`config.mk`:
```
export PLATFORM = sky130hd
export DESIGN_NAME = gpr_top
export DESIGN_NICKNAME = d
export VERILOG_FILES = /design/src/verilog/gpr_pkg.sv /design/src/verilog/gpr_top.sv
export VERILOG_INCLUDE_DIRS = /design/src /design/src/verilog
export SDC_FILE = /design/constraint.sdc
export NUM_CORES = 1
export LEC_CHECK = 0
export ABC_CLOCK_PERIOD_IN_PS = 3000
export BUFFER_PORTS_ARGS = -buffer_cell sky130_fd_sc_hd__buf_4
export CAP_MARGIN = 10
export CELL_PAD_IN_SITES_DETAIL_PLACEMENT = 1
export CELL_PAD_IN_SITES_GLOBAL_PLACEMENT = 1
export CORE_ASPECT_RATIO = 1.25
export CORE_MARGIN = 8
export CORE_UTILIZATION = 34
export CTS_CLUSTER_SIZE = 40
export DETAILED_ROUTE_END_ITERATION = 6
export PLACE_DENSITY = 0.89
export SYNTH_ARGS = -nofsm -noshare
export SYNTH_HDL_FRONTEND = slang
export SYNTH_SLANG_ARGS = --single-unit
```
`constraint.sdc`:
```
create_clock -name core_clk -period 3 [get_ports core_clk]
set_clock_uncertainty 0.2 [all_clocks]
set_input_delay 0.6 -clock core_clk [delete_from_list [all_inputs] [get_ports core_clk]]
set_output_delay 0.6 -clock core_clk [all_outputs]
set_load 0.03 [all_outputs]
```
`src/verilog/gpr_regs.svh`:
```
`ifndef GPR_REGS_SVH
`define GPR_REGS_SVH
`define GPR_OFF_A_OUT     8'h00
`define GPR_OFF_A_DIR     8'h04
`define GPR_OFF_A_PU      8'h08
`define GPR_OFF_A_IN      8'h0c
`define GPR_OFF_B_OUT     8'h10
`define GPR_OFF_B_DIR     8'h14
`define GPR_OFF_B_PU      8'h18
`define GPR_OFF_B_IN      8'h1c
`define GPR_OFF_RST_CTRL  8'h20
`define GPR_OFF_RST_STAT  8'h24
`define GPR_RST_LATCH_BIT 0
`define GPR_RST_SWREQ_BIT 1
`define GPR_RST_DONE_BIT  0
`define GPR_RST_ACT_BIT   1
`define GPR_STAB_NS       1000
`define GPR_CLK_NS        10
`define GPR_STAB_CYC      ((`GPR_STAB_NS + `GPR_CLK_NS - 1) / `GPR_CLK_NS)
`define GPR_SWRST_NS      500
`define GPR_SWRST_CYC     ((`GPR_SWRST_NS + `GPR_CLK_NS - 1) / `GPR_CLK_NS)
`endif

```
`src/verilog/gpr_pkg.sv`:
```
package gpr_pkg;
	typedef enum logic [1:0] {
		GPR_ST_HOLD = 2'b00,
		GPR_ST_WAIT = 2'b01,
		GPR_ST_RUN  = 2'b11,
		GPR_ST_SWRST = 2'b10
	} gpr_state_e;
	typedef struct packed {
		logic [6:0] a_out;
		logic [6:0] a_dir;
		logic [6:0] a_pu;
		logic [4:0] b_out;
		logic [4:0] b_dir;
		logic [4:0] b_pu;
		logic       rst_latch;
	} gpr_cfg_s;
	typedef struct packed {
		logic        wr_done;
		logic        rd_done;
		logic [31:0] rdata;
		logic [1:0]  bresp;
		logic [1:0]  rresp;
	} gpr_bus_s;
endpackage

```
`src/verilog/gpr_top.sv`:
```
// Decided for this implementation: the AXI4-Lite register port and the register offsets.
`timescale 1ns/1ns
`include "gpr_regs.svh"
// Notes on behaviour
// - port a: seven independent tri-state bits
// - port b: five independent tri-state bits
// - per-bit direction register on each port
// - per-bit pull-up register on each port
// - reset: all inputs, pull-ups off
// - reset pin low holds everything initialised
// - after release, wait clock stabilisation first
// - latch zero plus software reset drives pin low
// - reset pin output is open-drain only
module gpr_top import gpr_pkg::*; #(
	parameter int A_W      = 7,
	parameter int B_W      = 5,
	parameter int STAB_CYC = `GPR_STAB_CYC,
	parameter int SW_CYC   = `GPR_SWRST_CYC
) (
	// clock and reset
	input  wire logic              core_clk,
	input  wire logic              rst,
	// axi4-lite slave
	input  wire logic [7:0]        s_axi_awaddr,
	input  wire logic              s_axi_awvalid,
	output logic                   s_axi_awready,
	input  wire logic [31:0]       s_axi_wdata,
	input  wire logic [3:0]        s_axi_wstrb,
	input  wire logic              s_axi_wvalid,
	output logic                   s_axi_wready,
	output logic [1:0]             s_axi_bresp,
	output logic                   s_axi_bvalid,
	input  wire logic              s_axi_bready,
	input  wire logic [7:0]        s_axi_araddr,
	input  wire logic              s_axi_arvalid,
	output logic                   s_axi_arready,
	output logic [31:0]            s_axi_rdata,
	output logic [1:0]             s_axi_rresp,
	output logic                   s_axi_rvalid,
	input  wire logic              s_axi_rready,
	// port a pins
	input  wire logic [A_W-1:0]    port_a_in,
	output logic [A_W-1:0]         port_a_out,
	output logic [A_W-1:0]         port_a_oe,
	output logic [A_W-1:0]         port_a_pullup_en,
	// port b pins
	input  wire logic [B_W-1:0]    port_b_in,
	output logic [B_W-1:0]         port_b_out,
	output logic [B_W-1:0]         port_b_oe,
	output logic [B_W-1:0]         port_b_pullup_en,
	// reset pin, open-drain
	input  wire logic              reset_pin_active_low_in,
	output logic                   reset_pin_active_low_out,
	output logic                   reset_pin_active_low_oe,
	// chip reset towards the core
	output logic                   chip_reset
);
	logic [A_W-1:0] port_a_latch, port_a_direction_reg, port_a_pullup_reg;
	logic [A_W-1:0] next_a_latch, next_a_dir, next_a_pu;
	logic [B_W-1:0] port_b_latch, port_b_direction_reg, port_b_pullup_reg;
	logic [B_W-1:0] next_b_latch, next_b_dir, next_b_pu;
	logic           reset_shared_port_bit, next_shared;
	gpr_state_e     state, next_state;
	logic [31:0]    cnt, next_cnt;
	logic           aw_held, w_held, next_aw_held, next_w_held;
	logic [7:0]     aw_addr, next_aw_addr;
	logic [31:0]    w_data, next_w_data;
	logic [3:0]     w_strb, next_w_strb;
	logic           bvalid, next_bvalid, rvalid, next_rvalid;
	logic [1:0]     bresp, next_bresp, rresp, next_rresp;
	logic [31:0]    rdata, next_rdata;
	logic           sw_req, init_hold;

	function automatic logic [31:0] merge(input logic [31:0] old, input logic [31:0] nw,
		input logic [3:0] strb);
		logic [31:0] r;
		r = old;
		for (int i = 0; i < 4; i++) begin
			if (strb[i]) begin
				r[i*8 +: 8] = nw[i*8 +: 8];
			end
		end
		return r;
	endfunction

	function automatic logic mapped(input logic [7:0] a);
		return (a[1:0] == 2'h0) && (a <= `GPR_OFF_RST_STAT);
	endfunction

	// reset pin low or bus reset keeps all state initialised
	assign init_hold = rst || !reset_pin_active_low_in;

	// reset sequencer
	always_comb begin
		next_state = state;
		next_cnt = cnt;
		case (state)
			GPR_ST_HOLD: begin
				next_state = GPR_ST_WAIT;
				next_cnt = 32'h0;
			end
			GPR_ST_WAIT: begin
				next_cnt = cnt + 32'h1;
				if (cnt >= 32'(STAB_CYC - 1)) begin
					next_state = GPR_ST_RUN;
				end
			end
			GPR_ST_RUN: begin
				if (sw_req) begin
					next_state = GPR_ST_SWRST;
					next_cnt = 32'h0;
				end
			end
			GPR_ST_SWRST: begin
				next_cnt = cnt + 32'h1;
				if (cnt >= 32'(SW_CYC - 1)) begin
					next_state = GPR_ST_RUN;
				end
			end
			default: next_state = GPR_ST_HOLD;
		endcase
	end

	always_ff @(posedge core_clk) begin
		if (init_hold) begin
			state <= GPR_ST_HOLD;
			cnt <= 32'h0;
		end else begin
			state <= next_state;
			cnt <= next_cnt;
		end
	end

	// register writes and axi handshakes
	always_comb begin
		next_a_latch = port_a_latch;
		next_a_dir = port_a_direction_reg;
		next_a_pu = port_a_pullup_reg;
		next_b_latch = port_b_latch;
		next_b_dir = port_b_direction_reg;
		next_b_pu = port_b_pullup_reg;
		next_shared = reset_shared_port_bit;
		next_aw_held = aw_held || s_axi_awvalid;
		next_w_held = w_held || s_axi_wvalid;
		next_aw_addr = (!aw_held && s_axi_awvalid) ? s_axi_awaddr : aw_addr;
		next_w_data = (!w_held && s_axi_wvalid) ? s_axi_wdata : w_data;
		next_w_strb = (!w_held && s_axi_wvalid) ? s_axi_wstrb : w_strb;
		next_bvalid = bvalid && !s_axi_bready;
		next_bresp = bresp;
		next_rvalid = rvalid && !s_axi_rready;
		next_rresp = rresp;
		next_rdata = rdata;
		sw_req = 1'b0;
		if (aw_held && w_held && !bvalid) begin
			next_aw_held = 1'b0;
			next_w_held = 1'b0;
			next_bvalid = 1'b1;
			next_bresp = mapped(aw_addr) ? 2'b00 : 2'b10;
			case (aw_addr)
				`GPR_OFF_A_OUT: next_a_latch = A_W'(merge(32'(port_a_latch), w_data, w_strb));
				`GPR_OFF_A_DIR: next_a_dir = A_W'(merge(32'(port_a_direction_reg), w_data, w_strb));
				`GPR_OFF_A_PU: next_a_pu = A_W'(merge(32'(port_a_pullup_reg), w_data, w_strb));
				`GPR_OFF_B_OUT: next_b_latch = B_W'(merge(32'(port_b_latch), w_data, w_strb));
				`GPR_OFF_B_DIR: next_b_dir = B_W'(merge(32'(port_b_direction_reg), w_data, w_strb));
				`GPR_OFF_B_PU: next_b_pu = B_W'(merge(32'(port_b_pullup_reg), w_data, w_strb));
				`GPR_OFF_RST_CTRL: begin
					if (w_strb[0]) begin
						next_shared = w_data[`GPR_RST_LATCH_BIT];
						sw_req = w_data[`GPR_RST_SWREQ_BIT] && (state == GPR_ST_RUN);
					end
				end
				default: next_shared = reset_shared_port_bit;
			endcase
		end
		if (s_axi_arvalid && !rvalid) begin
			next_rvalid = 1'b1;
			next_rresp = mapped(s_axi_araddr) ? 2'b00 : 2'b10;
			case (s_axi_araddr)
				`GPR_OFF_A_OUT: next_rdata = 32'(port_a_latch);
				`GPR_OFF_A_DIR: next_rdata = 32'(port_a_direction_reg);
				`GPR_OFF_A_PU: next_rdata = 32'(port_a_pullup_reg);
				`GPR_OFF_A_IN: next_rdata = 32'(port_a_in);
				`GPR_OFF_B_OUT: next_rdata = 32'(port_b_latch);
				`GPR_OFF_B_DIR: next_rdata = 32'(port_b_direction_reg);
				`GPR_OFF_B_PU: next_rdata = 32'(port_b_pullup_reg);
				`GPR_OFF_B_IN: next_rdata = 32'(port_b_in);
				`GPR_OFF_RST_CTRL: next_rdata = 32'(reset_shared_port_bit);
				`GPR_OFF_RST_STAT: next_rdata = {30'h0, state == GPR_ST_SWRST,
					state == GPR_ST_RUN};
				default: next_rdata = 32'h0;
			endcase
		end
	end

	always_ff @(posedge core_clk) begin
		if (init_hold) begin
			port_a_latch <= '0;
			port_a_direction_reg <= '0;
			port_a_pullup_reg <= '0;
			port_b_latch <= '0;
			port_b_direction_reg <= '0;
			port_b_pullup_reg <= '0;
			reset_shared_port_bit <= 1'b1;
			aw_held <= 1'b0;
			w_held <= 1'b0;
			aw_addr <= 8'h00;
			w_data <= 32'h0;
			w_strb <= 4'h0;
			bvalid <= 1'b0;
			bresp <= 2'b00;
			rvalid <= 1'b0;
			rresp <= 2'b00;
			rdata <= 32'h0;
		end else begin
			port_a_latch <= next_a_latch;
			port_a_direction_reg <= next_a_dir;
			port_a_pullup_reg <= next_a_pu;
			port_b_latch <= next_b_latch;
			port_b_direction_reg <= next_b_dir;
			port_b_pullup_reg <= next_b_pu;
			reset_shared_port_bit <= next_shared;
			aw_held <= next_aw_held;
			w_held <= next_w_held;
			aw_addr <= next_aw_addr;
			w_data <= next_w_data;
			w_strb <= next_w_strb;
			bvalid <= next_bvalid;
			bresp <= next_bresp;
			rvalid <= next_rvalid;
			rresp <= next_rresp;
			rdata <= next_rdata;
		end
	end

	// pin drivers, all registered
	always_ff @(posedge core_clk) begin
		if (init_hold) begin
			port_a_out <= '0;
			port_a_oe <= '0;
			port_a_pullup_en <= '0;
			port_b_out <= '0;
			port_b_oe <= '0;
			port_b_pullup_en <= '0;
			reset_pin_active_low_oe <= 1'b0;
			chip_reset <= 1'b1;
			reset_pin_active_low_out <= 1'b0;
			s_axi_awready <= 1'b1;
			s_axi_wready <= 1'b1;
			s_axi_arready <= 1'b1;
		end else begin
			port_a_out <= next_a_latch;
			port_a_oe <= next_a_dir;
			port_a_pullup_en <= next_a_pu;
			port_b_out <= next_b_latch;
			port_b_oe <= next_b_dir;
			port_b_pullup_en <= next_b_pu;
			reset_pin_active_low_oe <= (next_state == GPR_ST_SWRST) && !next_shared;
			chip_reset <= (next_state != GPR_ST_RUN);
			reset_pin_active_low_out <= 1'b0;
			s_axi_awready <= !next_aw_held;
			s_axi_wready <= !next_w_held;
			s_axi_arready <= !next_rvalid;
		end
	end

	assign s_axi_bvalid = bvalid;
	assign s_axi_bresp = bresp;
	assign s_axi_rvalid = rvalid;
	assign s_axi_rresp = rresp;
	assign s_axi_rdata = rdata;

	chk_reset_inputs: assert property (@(posedge core_clk) $fell(init_hold) |->
		port_a_oe == '0 && port_b_oe == '0 && port_a_pullup_en == '0 && port_b_pullup_en == '0)
		else $error("ports not inputs after reset");
	chk_stab_wait: assert property (@(posedge core_clk) disable iff (init_hold)
		(state == GPR_ST_WAIT && cnt < 32'(STAB_CYC - 1)) |=> chip_reset)
		else $error("chip reset released before stabilisation");
	chk_hold_low: assert property (@(posedge core_clk) init_hold |=> chip_reset)
		else $error("chip reset not held");
	chk_od_low: assert property (@(posedge core_clk) reset_pin_active_low_out == 1'b0)
		else $error("reset pin driven high");
	chk_swrst_drive: assert property (@(posedge core_clk) disable iff (init_hold)
		$rose(reset_pin_active_low_oe) |-> state == GPR_ST_SWRST && !reset_shared_port_bit)
		else $error("reset pin pulled without cause");
	chk_a_drive: assert property (@(posedge core_clk) disable iff (init_hold)
		1'b1 |=> port_a_out == $past(next_a_latch) && port_a_oe == port_a_direction_reg)
		else $error("port a pins disagree with registers");
	chk_b_drive: assert property (@(posedge core_clk) disable iff (init_hold)
		1'b1 |=> port_b_pullup_en == port_b_pullup_reg && port_b_oe == port_b_direction_reg)
		else $error("port b pins disagree with registers");
	chk_bresp_hold: assert property (@(posedge core_clk) disable iff (init_hold)
		bvalid && !s_axi_bready |=> bvalid && $stable(bresp))
		else $error("write response dropped");
	cov_swrst: cover property (@(posedge core_clk) $rose(reset_pin_active_low_oe));
	cov_run: cover property (@(posedge core_clk) $fell(chip_reset));
	cov_out: cover property (@(posedge core_clk) port_a_oe != '0 && port_b_oe != '0);
endmodule

```
==> flow_metrics.tcl <==
set metrics [dict create \
    numPortBuffers 95 \
    rr_endpoint "cnt[7]$_SDFFE_PP0P_" \
    design_area_sq_um 6170 \
    grt_pass1_vias 4952 \
    post-place-ws_ns 0.112 \
    cts_setup_buffers 0 \
    cts_tree "done" \
    grt_max_degree 62 \
    avgSynthCellArea_sq_um 8.31 \
    num_io_pins 152 \
    max_stage_delay_ns 0.55 \
    die_area_sq_um 18900 \
    core_area_sq_um 14400 \
    cp-start-kind "register" \
    insertion_delay_ns 0.35 \
    overflow 0 \
    dieHeight_microns 152 \
    routedWlPerCell_microns 17.6 \
    critPathTopFamily "simple AND/OR/NAND/NOR gates" \
    seq_area_frac_synth_pct 41.9 \
    grt_first_pass_wirelength_mm 25.6 \
    tightest_slew_ns 0.847 \
    ant_nets 0 \
    async_flop_share_pct 0 \
    cts.sinks 105 \
    synthTopCellsByArea "dfxtp_1 42%, nand2_1 6.5%, a21oi_1 6.1%" \
    drt_wl_total_mm 15.5 \
    dp_hpwl_mm 11.6 \
    r2r_setup_slack_ns 0.09 \
    dr.pass1.iters 4 \
    drt_iter0_markers 366 \
    max-vdd-ir-drop_v 0.000308 \
    grt_use_total_pct 16.1 \
    clockRootBuffer "clkbuf_16" \
    totalPowerFinal_uw 2820 \
    yosys_most_used_dff "dfxtp_1" \
    dieWidth_microns 125 \
    synth_cells 604 \
    setup_viol 0 \
    slew_headroom_pct 43.0 \
    critPathRequiredTime_ns 3.07 \
    worst-path-buf-inv 1 \
    grt_setup_unrepaired "no" \
    synth.distinct_cells 49 \
    drv_cap 0 \
    placed_cells 861 \
    clockBufferDepth 2 \
    power.density_nw_per_um2 457 \
    gp_congestion 0.849 \
    tns_ns 0 \
    syn_to_final_growth_pct 22.9 \
    finalMaxSlewViolations 0 \
    yosys_warnings 0 \
    ys_ff_latch 105 \
    h-tree-depth 3 \
    drc 0 \
    grt_antenna_before_repair 0 \
    worst_path_most_repeated_cell "or4_4" \
    min_period_over_period_pct 97.1 \
    ff_latch_area_sq_um 2100 \
    synth_top_area_cell "dfxtp_1" \
    vias 4637 \
    stdcell_count 876 \
    final_nets 774 \
    synth_edf_count 0 \
    worstSetupEndpointType "register" \
    final_hold_viol_count 0 \
    r2r_cells 6 \
    cts_made_buffers 9 \
    post-synth-top-count-cell "dfxtp_1" \
    synth_common_cells "105 x dfxtp_1, 87 x nand2_1, 61 x a21oi_1" \
    placed_cell_area_sq_um 5870 \
    antenna_cells 0 \
    critPathKind "reg2reg" \
    fin_ws_ns 0.0865 \
    yosysTopAreaCellShare_pct 41.9 \
    path_cells "or4_4 -> o41a_1 -> buf_4 -> or4_4 -> or3_1 -> a21oi_1" \
    syn_area_sq_um 5020 \
    cp_max_fo 12 \
    multi_input_area_sq_um 2630 \
    start_util_pct 34.8 \
    endpoint "cnt[7]$_SDFFE_PP0P_" \
    hp-class "reg2reg" \
    clk_transition_reported_paths_ns 0.07 \
    cp-startpoint "aw_addr[0]$_SDFFE_PP0P_" \
    vias_per_cell 5.29 \
    drive_above_1_share_pct 21.9 \
    crit_slowest_cell "or4_4" \
    rows 49 \
    worstPathArrival_ns 2.99 \
    power_leakage_uw 0.00226 \
    period_needed_ns 2.91 \
    status "finished, final reports clean" \
    fill_cells 1748 \
    r2r_start "aw_addr[0]$_SDFFE_PP0P_" \
    cp.depth 6 \
    fmax_mhz 343 \
]
-- worst min-delay path by stage --
stage	from	end	slack (ns)	cells past startpoint
global route	s_axi_rdata[0]$_SDFFE_PP0P_	s_axi_rdata[0]$_SDFFE_PP0P_	0.30	2
floorplan	w_strb[0]$_SDFFE_PP0P_	w_strb[0]$_SDFFE_PP0P_	0.24	2
detailed placement	s_axi_rdata[0]$_SDFFE_PP0P_	s_axi_rdata[0]$_SDFFE_PP0P_	0.26	2
CTS	s_axi_rdata[0]$_SDFFE_PP0P_	s_axi_rdata[0]$_SDFFE_PP0P_	0.27	2
finish	s_axi_rdata[0]$_SDFFE_PP0P_	s_axi_rdata[0]$_SDFFE_PP0P_	0.27	2
global placement	s_axi_rdata[0]$_SDFFE_PP0P_	s_axi_rdata[0]$_SDFFE_PP0P_	0.24	2
-- layout make-up --
type	count	area share (%)
clock buffers	10	3.71
inverters	17	1.03
well taps	178	3.61
multi-input cells	446	42.6
repair buffers	115	14.0
clock inverters	5	0.913
flip-flops and latches	105	34.1
-- metrics by stage --
stage	hold WS, ns	utilization [%]
final	0.267	42.8
after floorplan	0.236	-
after CTS	0.266	42.7
after detailed placement	0.257	40.8
after global routing	0.297	42.8
after global placement	0.241	40.8
-- metal layers --
metal / GRT usage (%) / vias to the layer above / wire (microns)
met4: 5.81 / 0 / 298
met1: 18.1 / 2266 / 6280
met3: 3.62 / 21 / 851
met5: 0 / - / 0
met2: 29.0 / 118 / 8020
li1: - / 2232 / -
-- kinds of logic (layout without fill, tap and decap cells) --
kind of cell	count (synthesis)	count (layout)	synth area share [%]
XOR/XNOR	18	18	3.14
flip-flops	105	105	41.9
AND/OR/NAND/NOR	265	265	26.0
buffers and inverters	80	147	8.40
other	1	28	0.0747
adder cells (fa/ha/maj)	8	8	1.99
AO/OA/AOI/OAI	102	102	11.3
multiplexers	25	25	7.13
-- power by group --
group	internal, uW	switching, uW	total, uW
clock	643	517	1160
combinational	86.4	149	235
sequential	1410	13.8	1420
total	2140	680	2820
-- flip-flops by register name (all words and copies together), names as in the netlist, 2 cells and up --
signal            flops
aw_addr               8
cnt                  32
port_a_oe             7
port_a_out            7
port_a_pullup_en      7
port_b_oe             5
port_b_out            5
port_b_pullup_en      5
s_axi_rdata           7
state                 2
w_data                7
-- cell usage in the layout (no fill, tap or decap), types with 2 or more instances in the layout --
master     netlist  routed
o21ai_0         21      21
mux2_2           2       2
or4_4            2       4
nand2b_1         6       5
nand3_1         45      45
or3_1           12      12
mux4_2           8       8
dfxtp_1        105     103
nor2_1          47      47
and4_1           3       3
conb_1           1      28
buf_4           28     115
nand3b_1         4       4
nor3_1          10      10
mux2i_1         14      14
or4_1            5       3
xnor2_1         18      18
clkbuf_16        0       9
a21oi_1         61      61
nor2b_1          7       7
nor4_1          16      15
ha_1             8       8
dfxtp_2          0       2
nor3b_1          2       2
nand2_1         87      87
and2_1           2       2
nor4b_1          5       4
clkinv_2         0       2
o31ai_1          2       2
a22oi_1          7       7
and3_1           2       2
nand4_1          7       7
inv_1           17      17
-- worst reg2reg max path, cell delays in order (launching register included) --
cell,delay [ns]
dfxtp_1,0.32
or4_4,0.55
o41a_1,0.49
buf_4,0.22
or4_4,0.56
or3_1,0.34
a21oi_1,0.17
-- what timing repair did --
item / 4_1_cts / 5_1_grt
gates resized for setup: 0 / 2
endpoints found under the setup margin: 0 / 1
hold buffers: 0 / 0
Power figures use the tool's default switching activity.
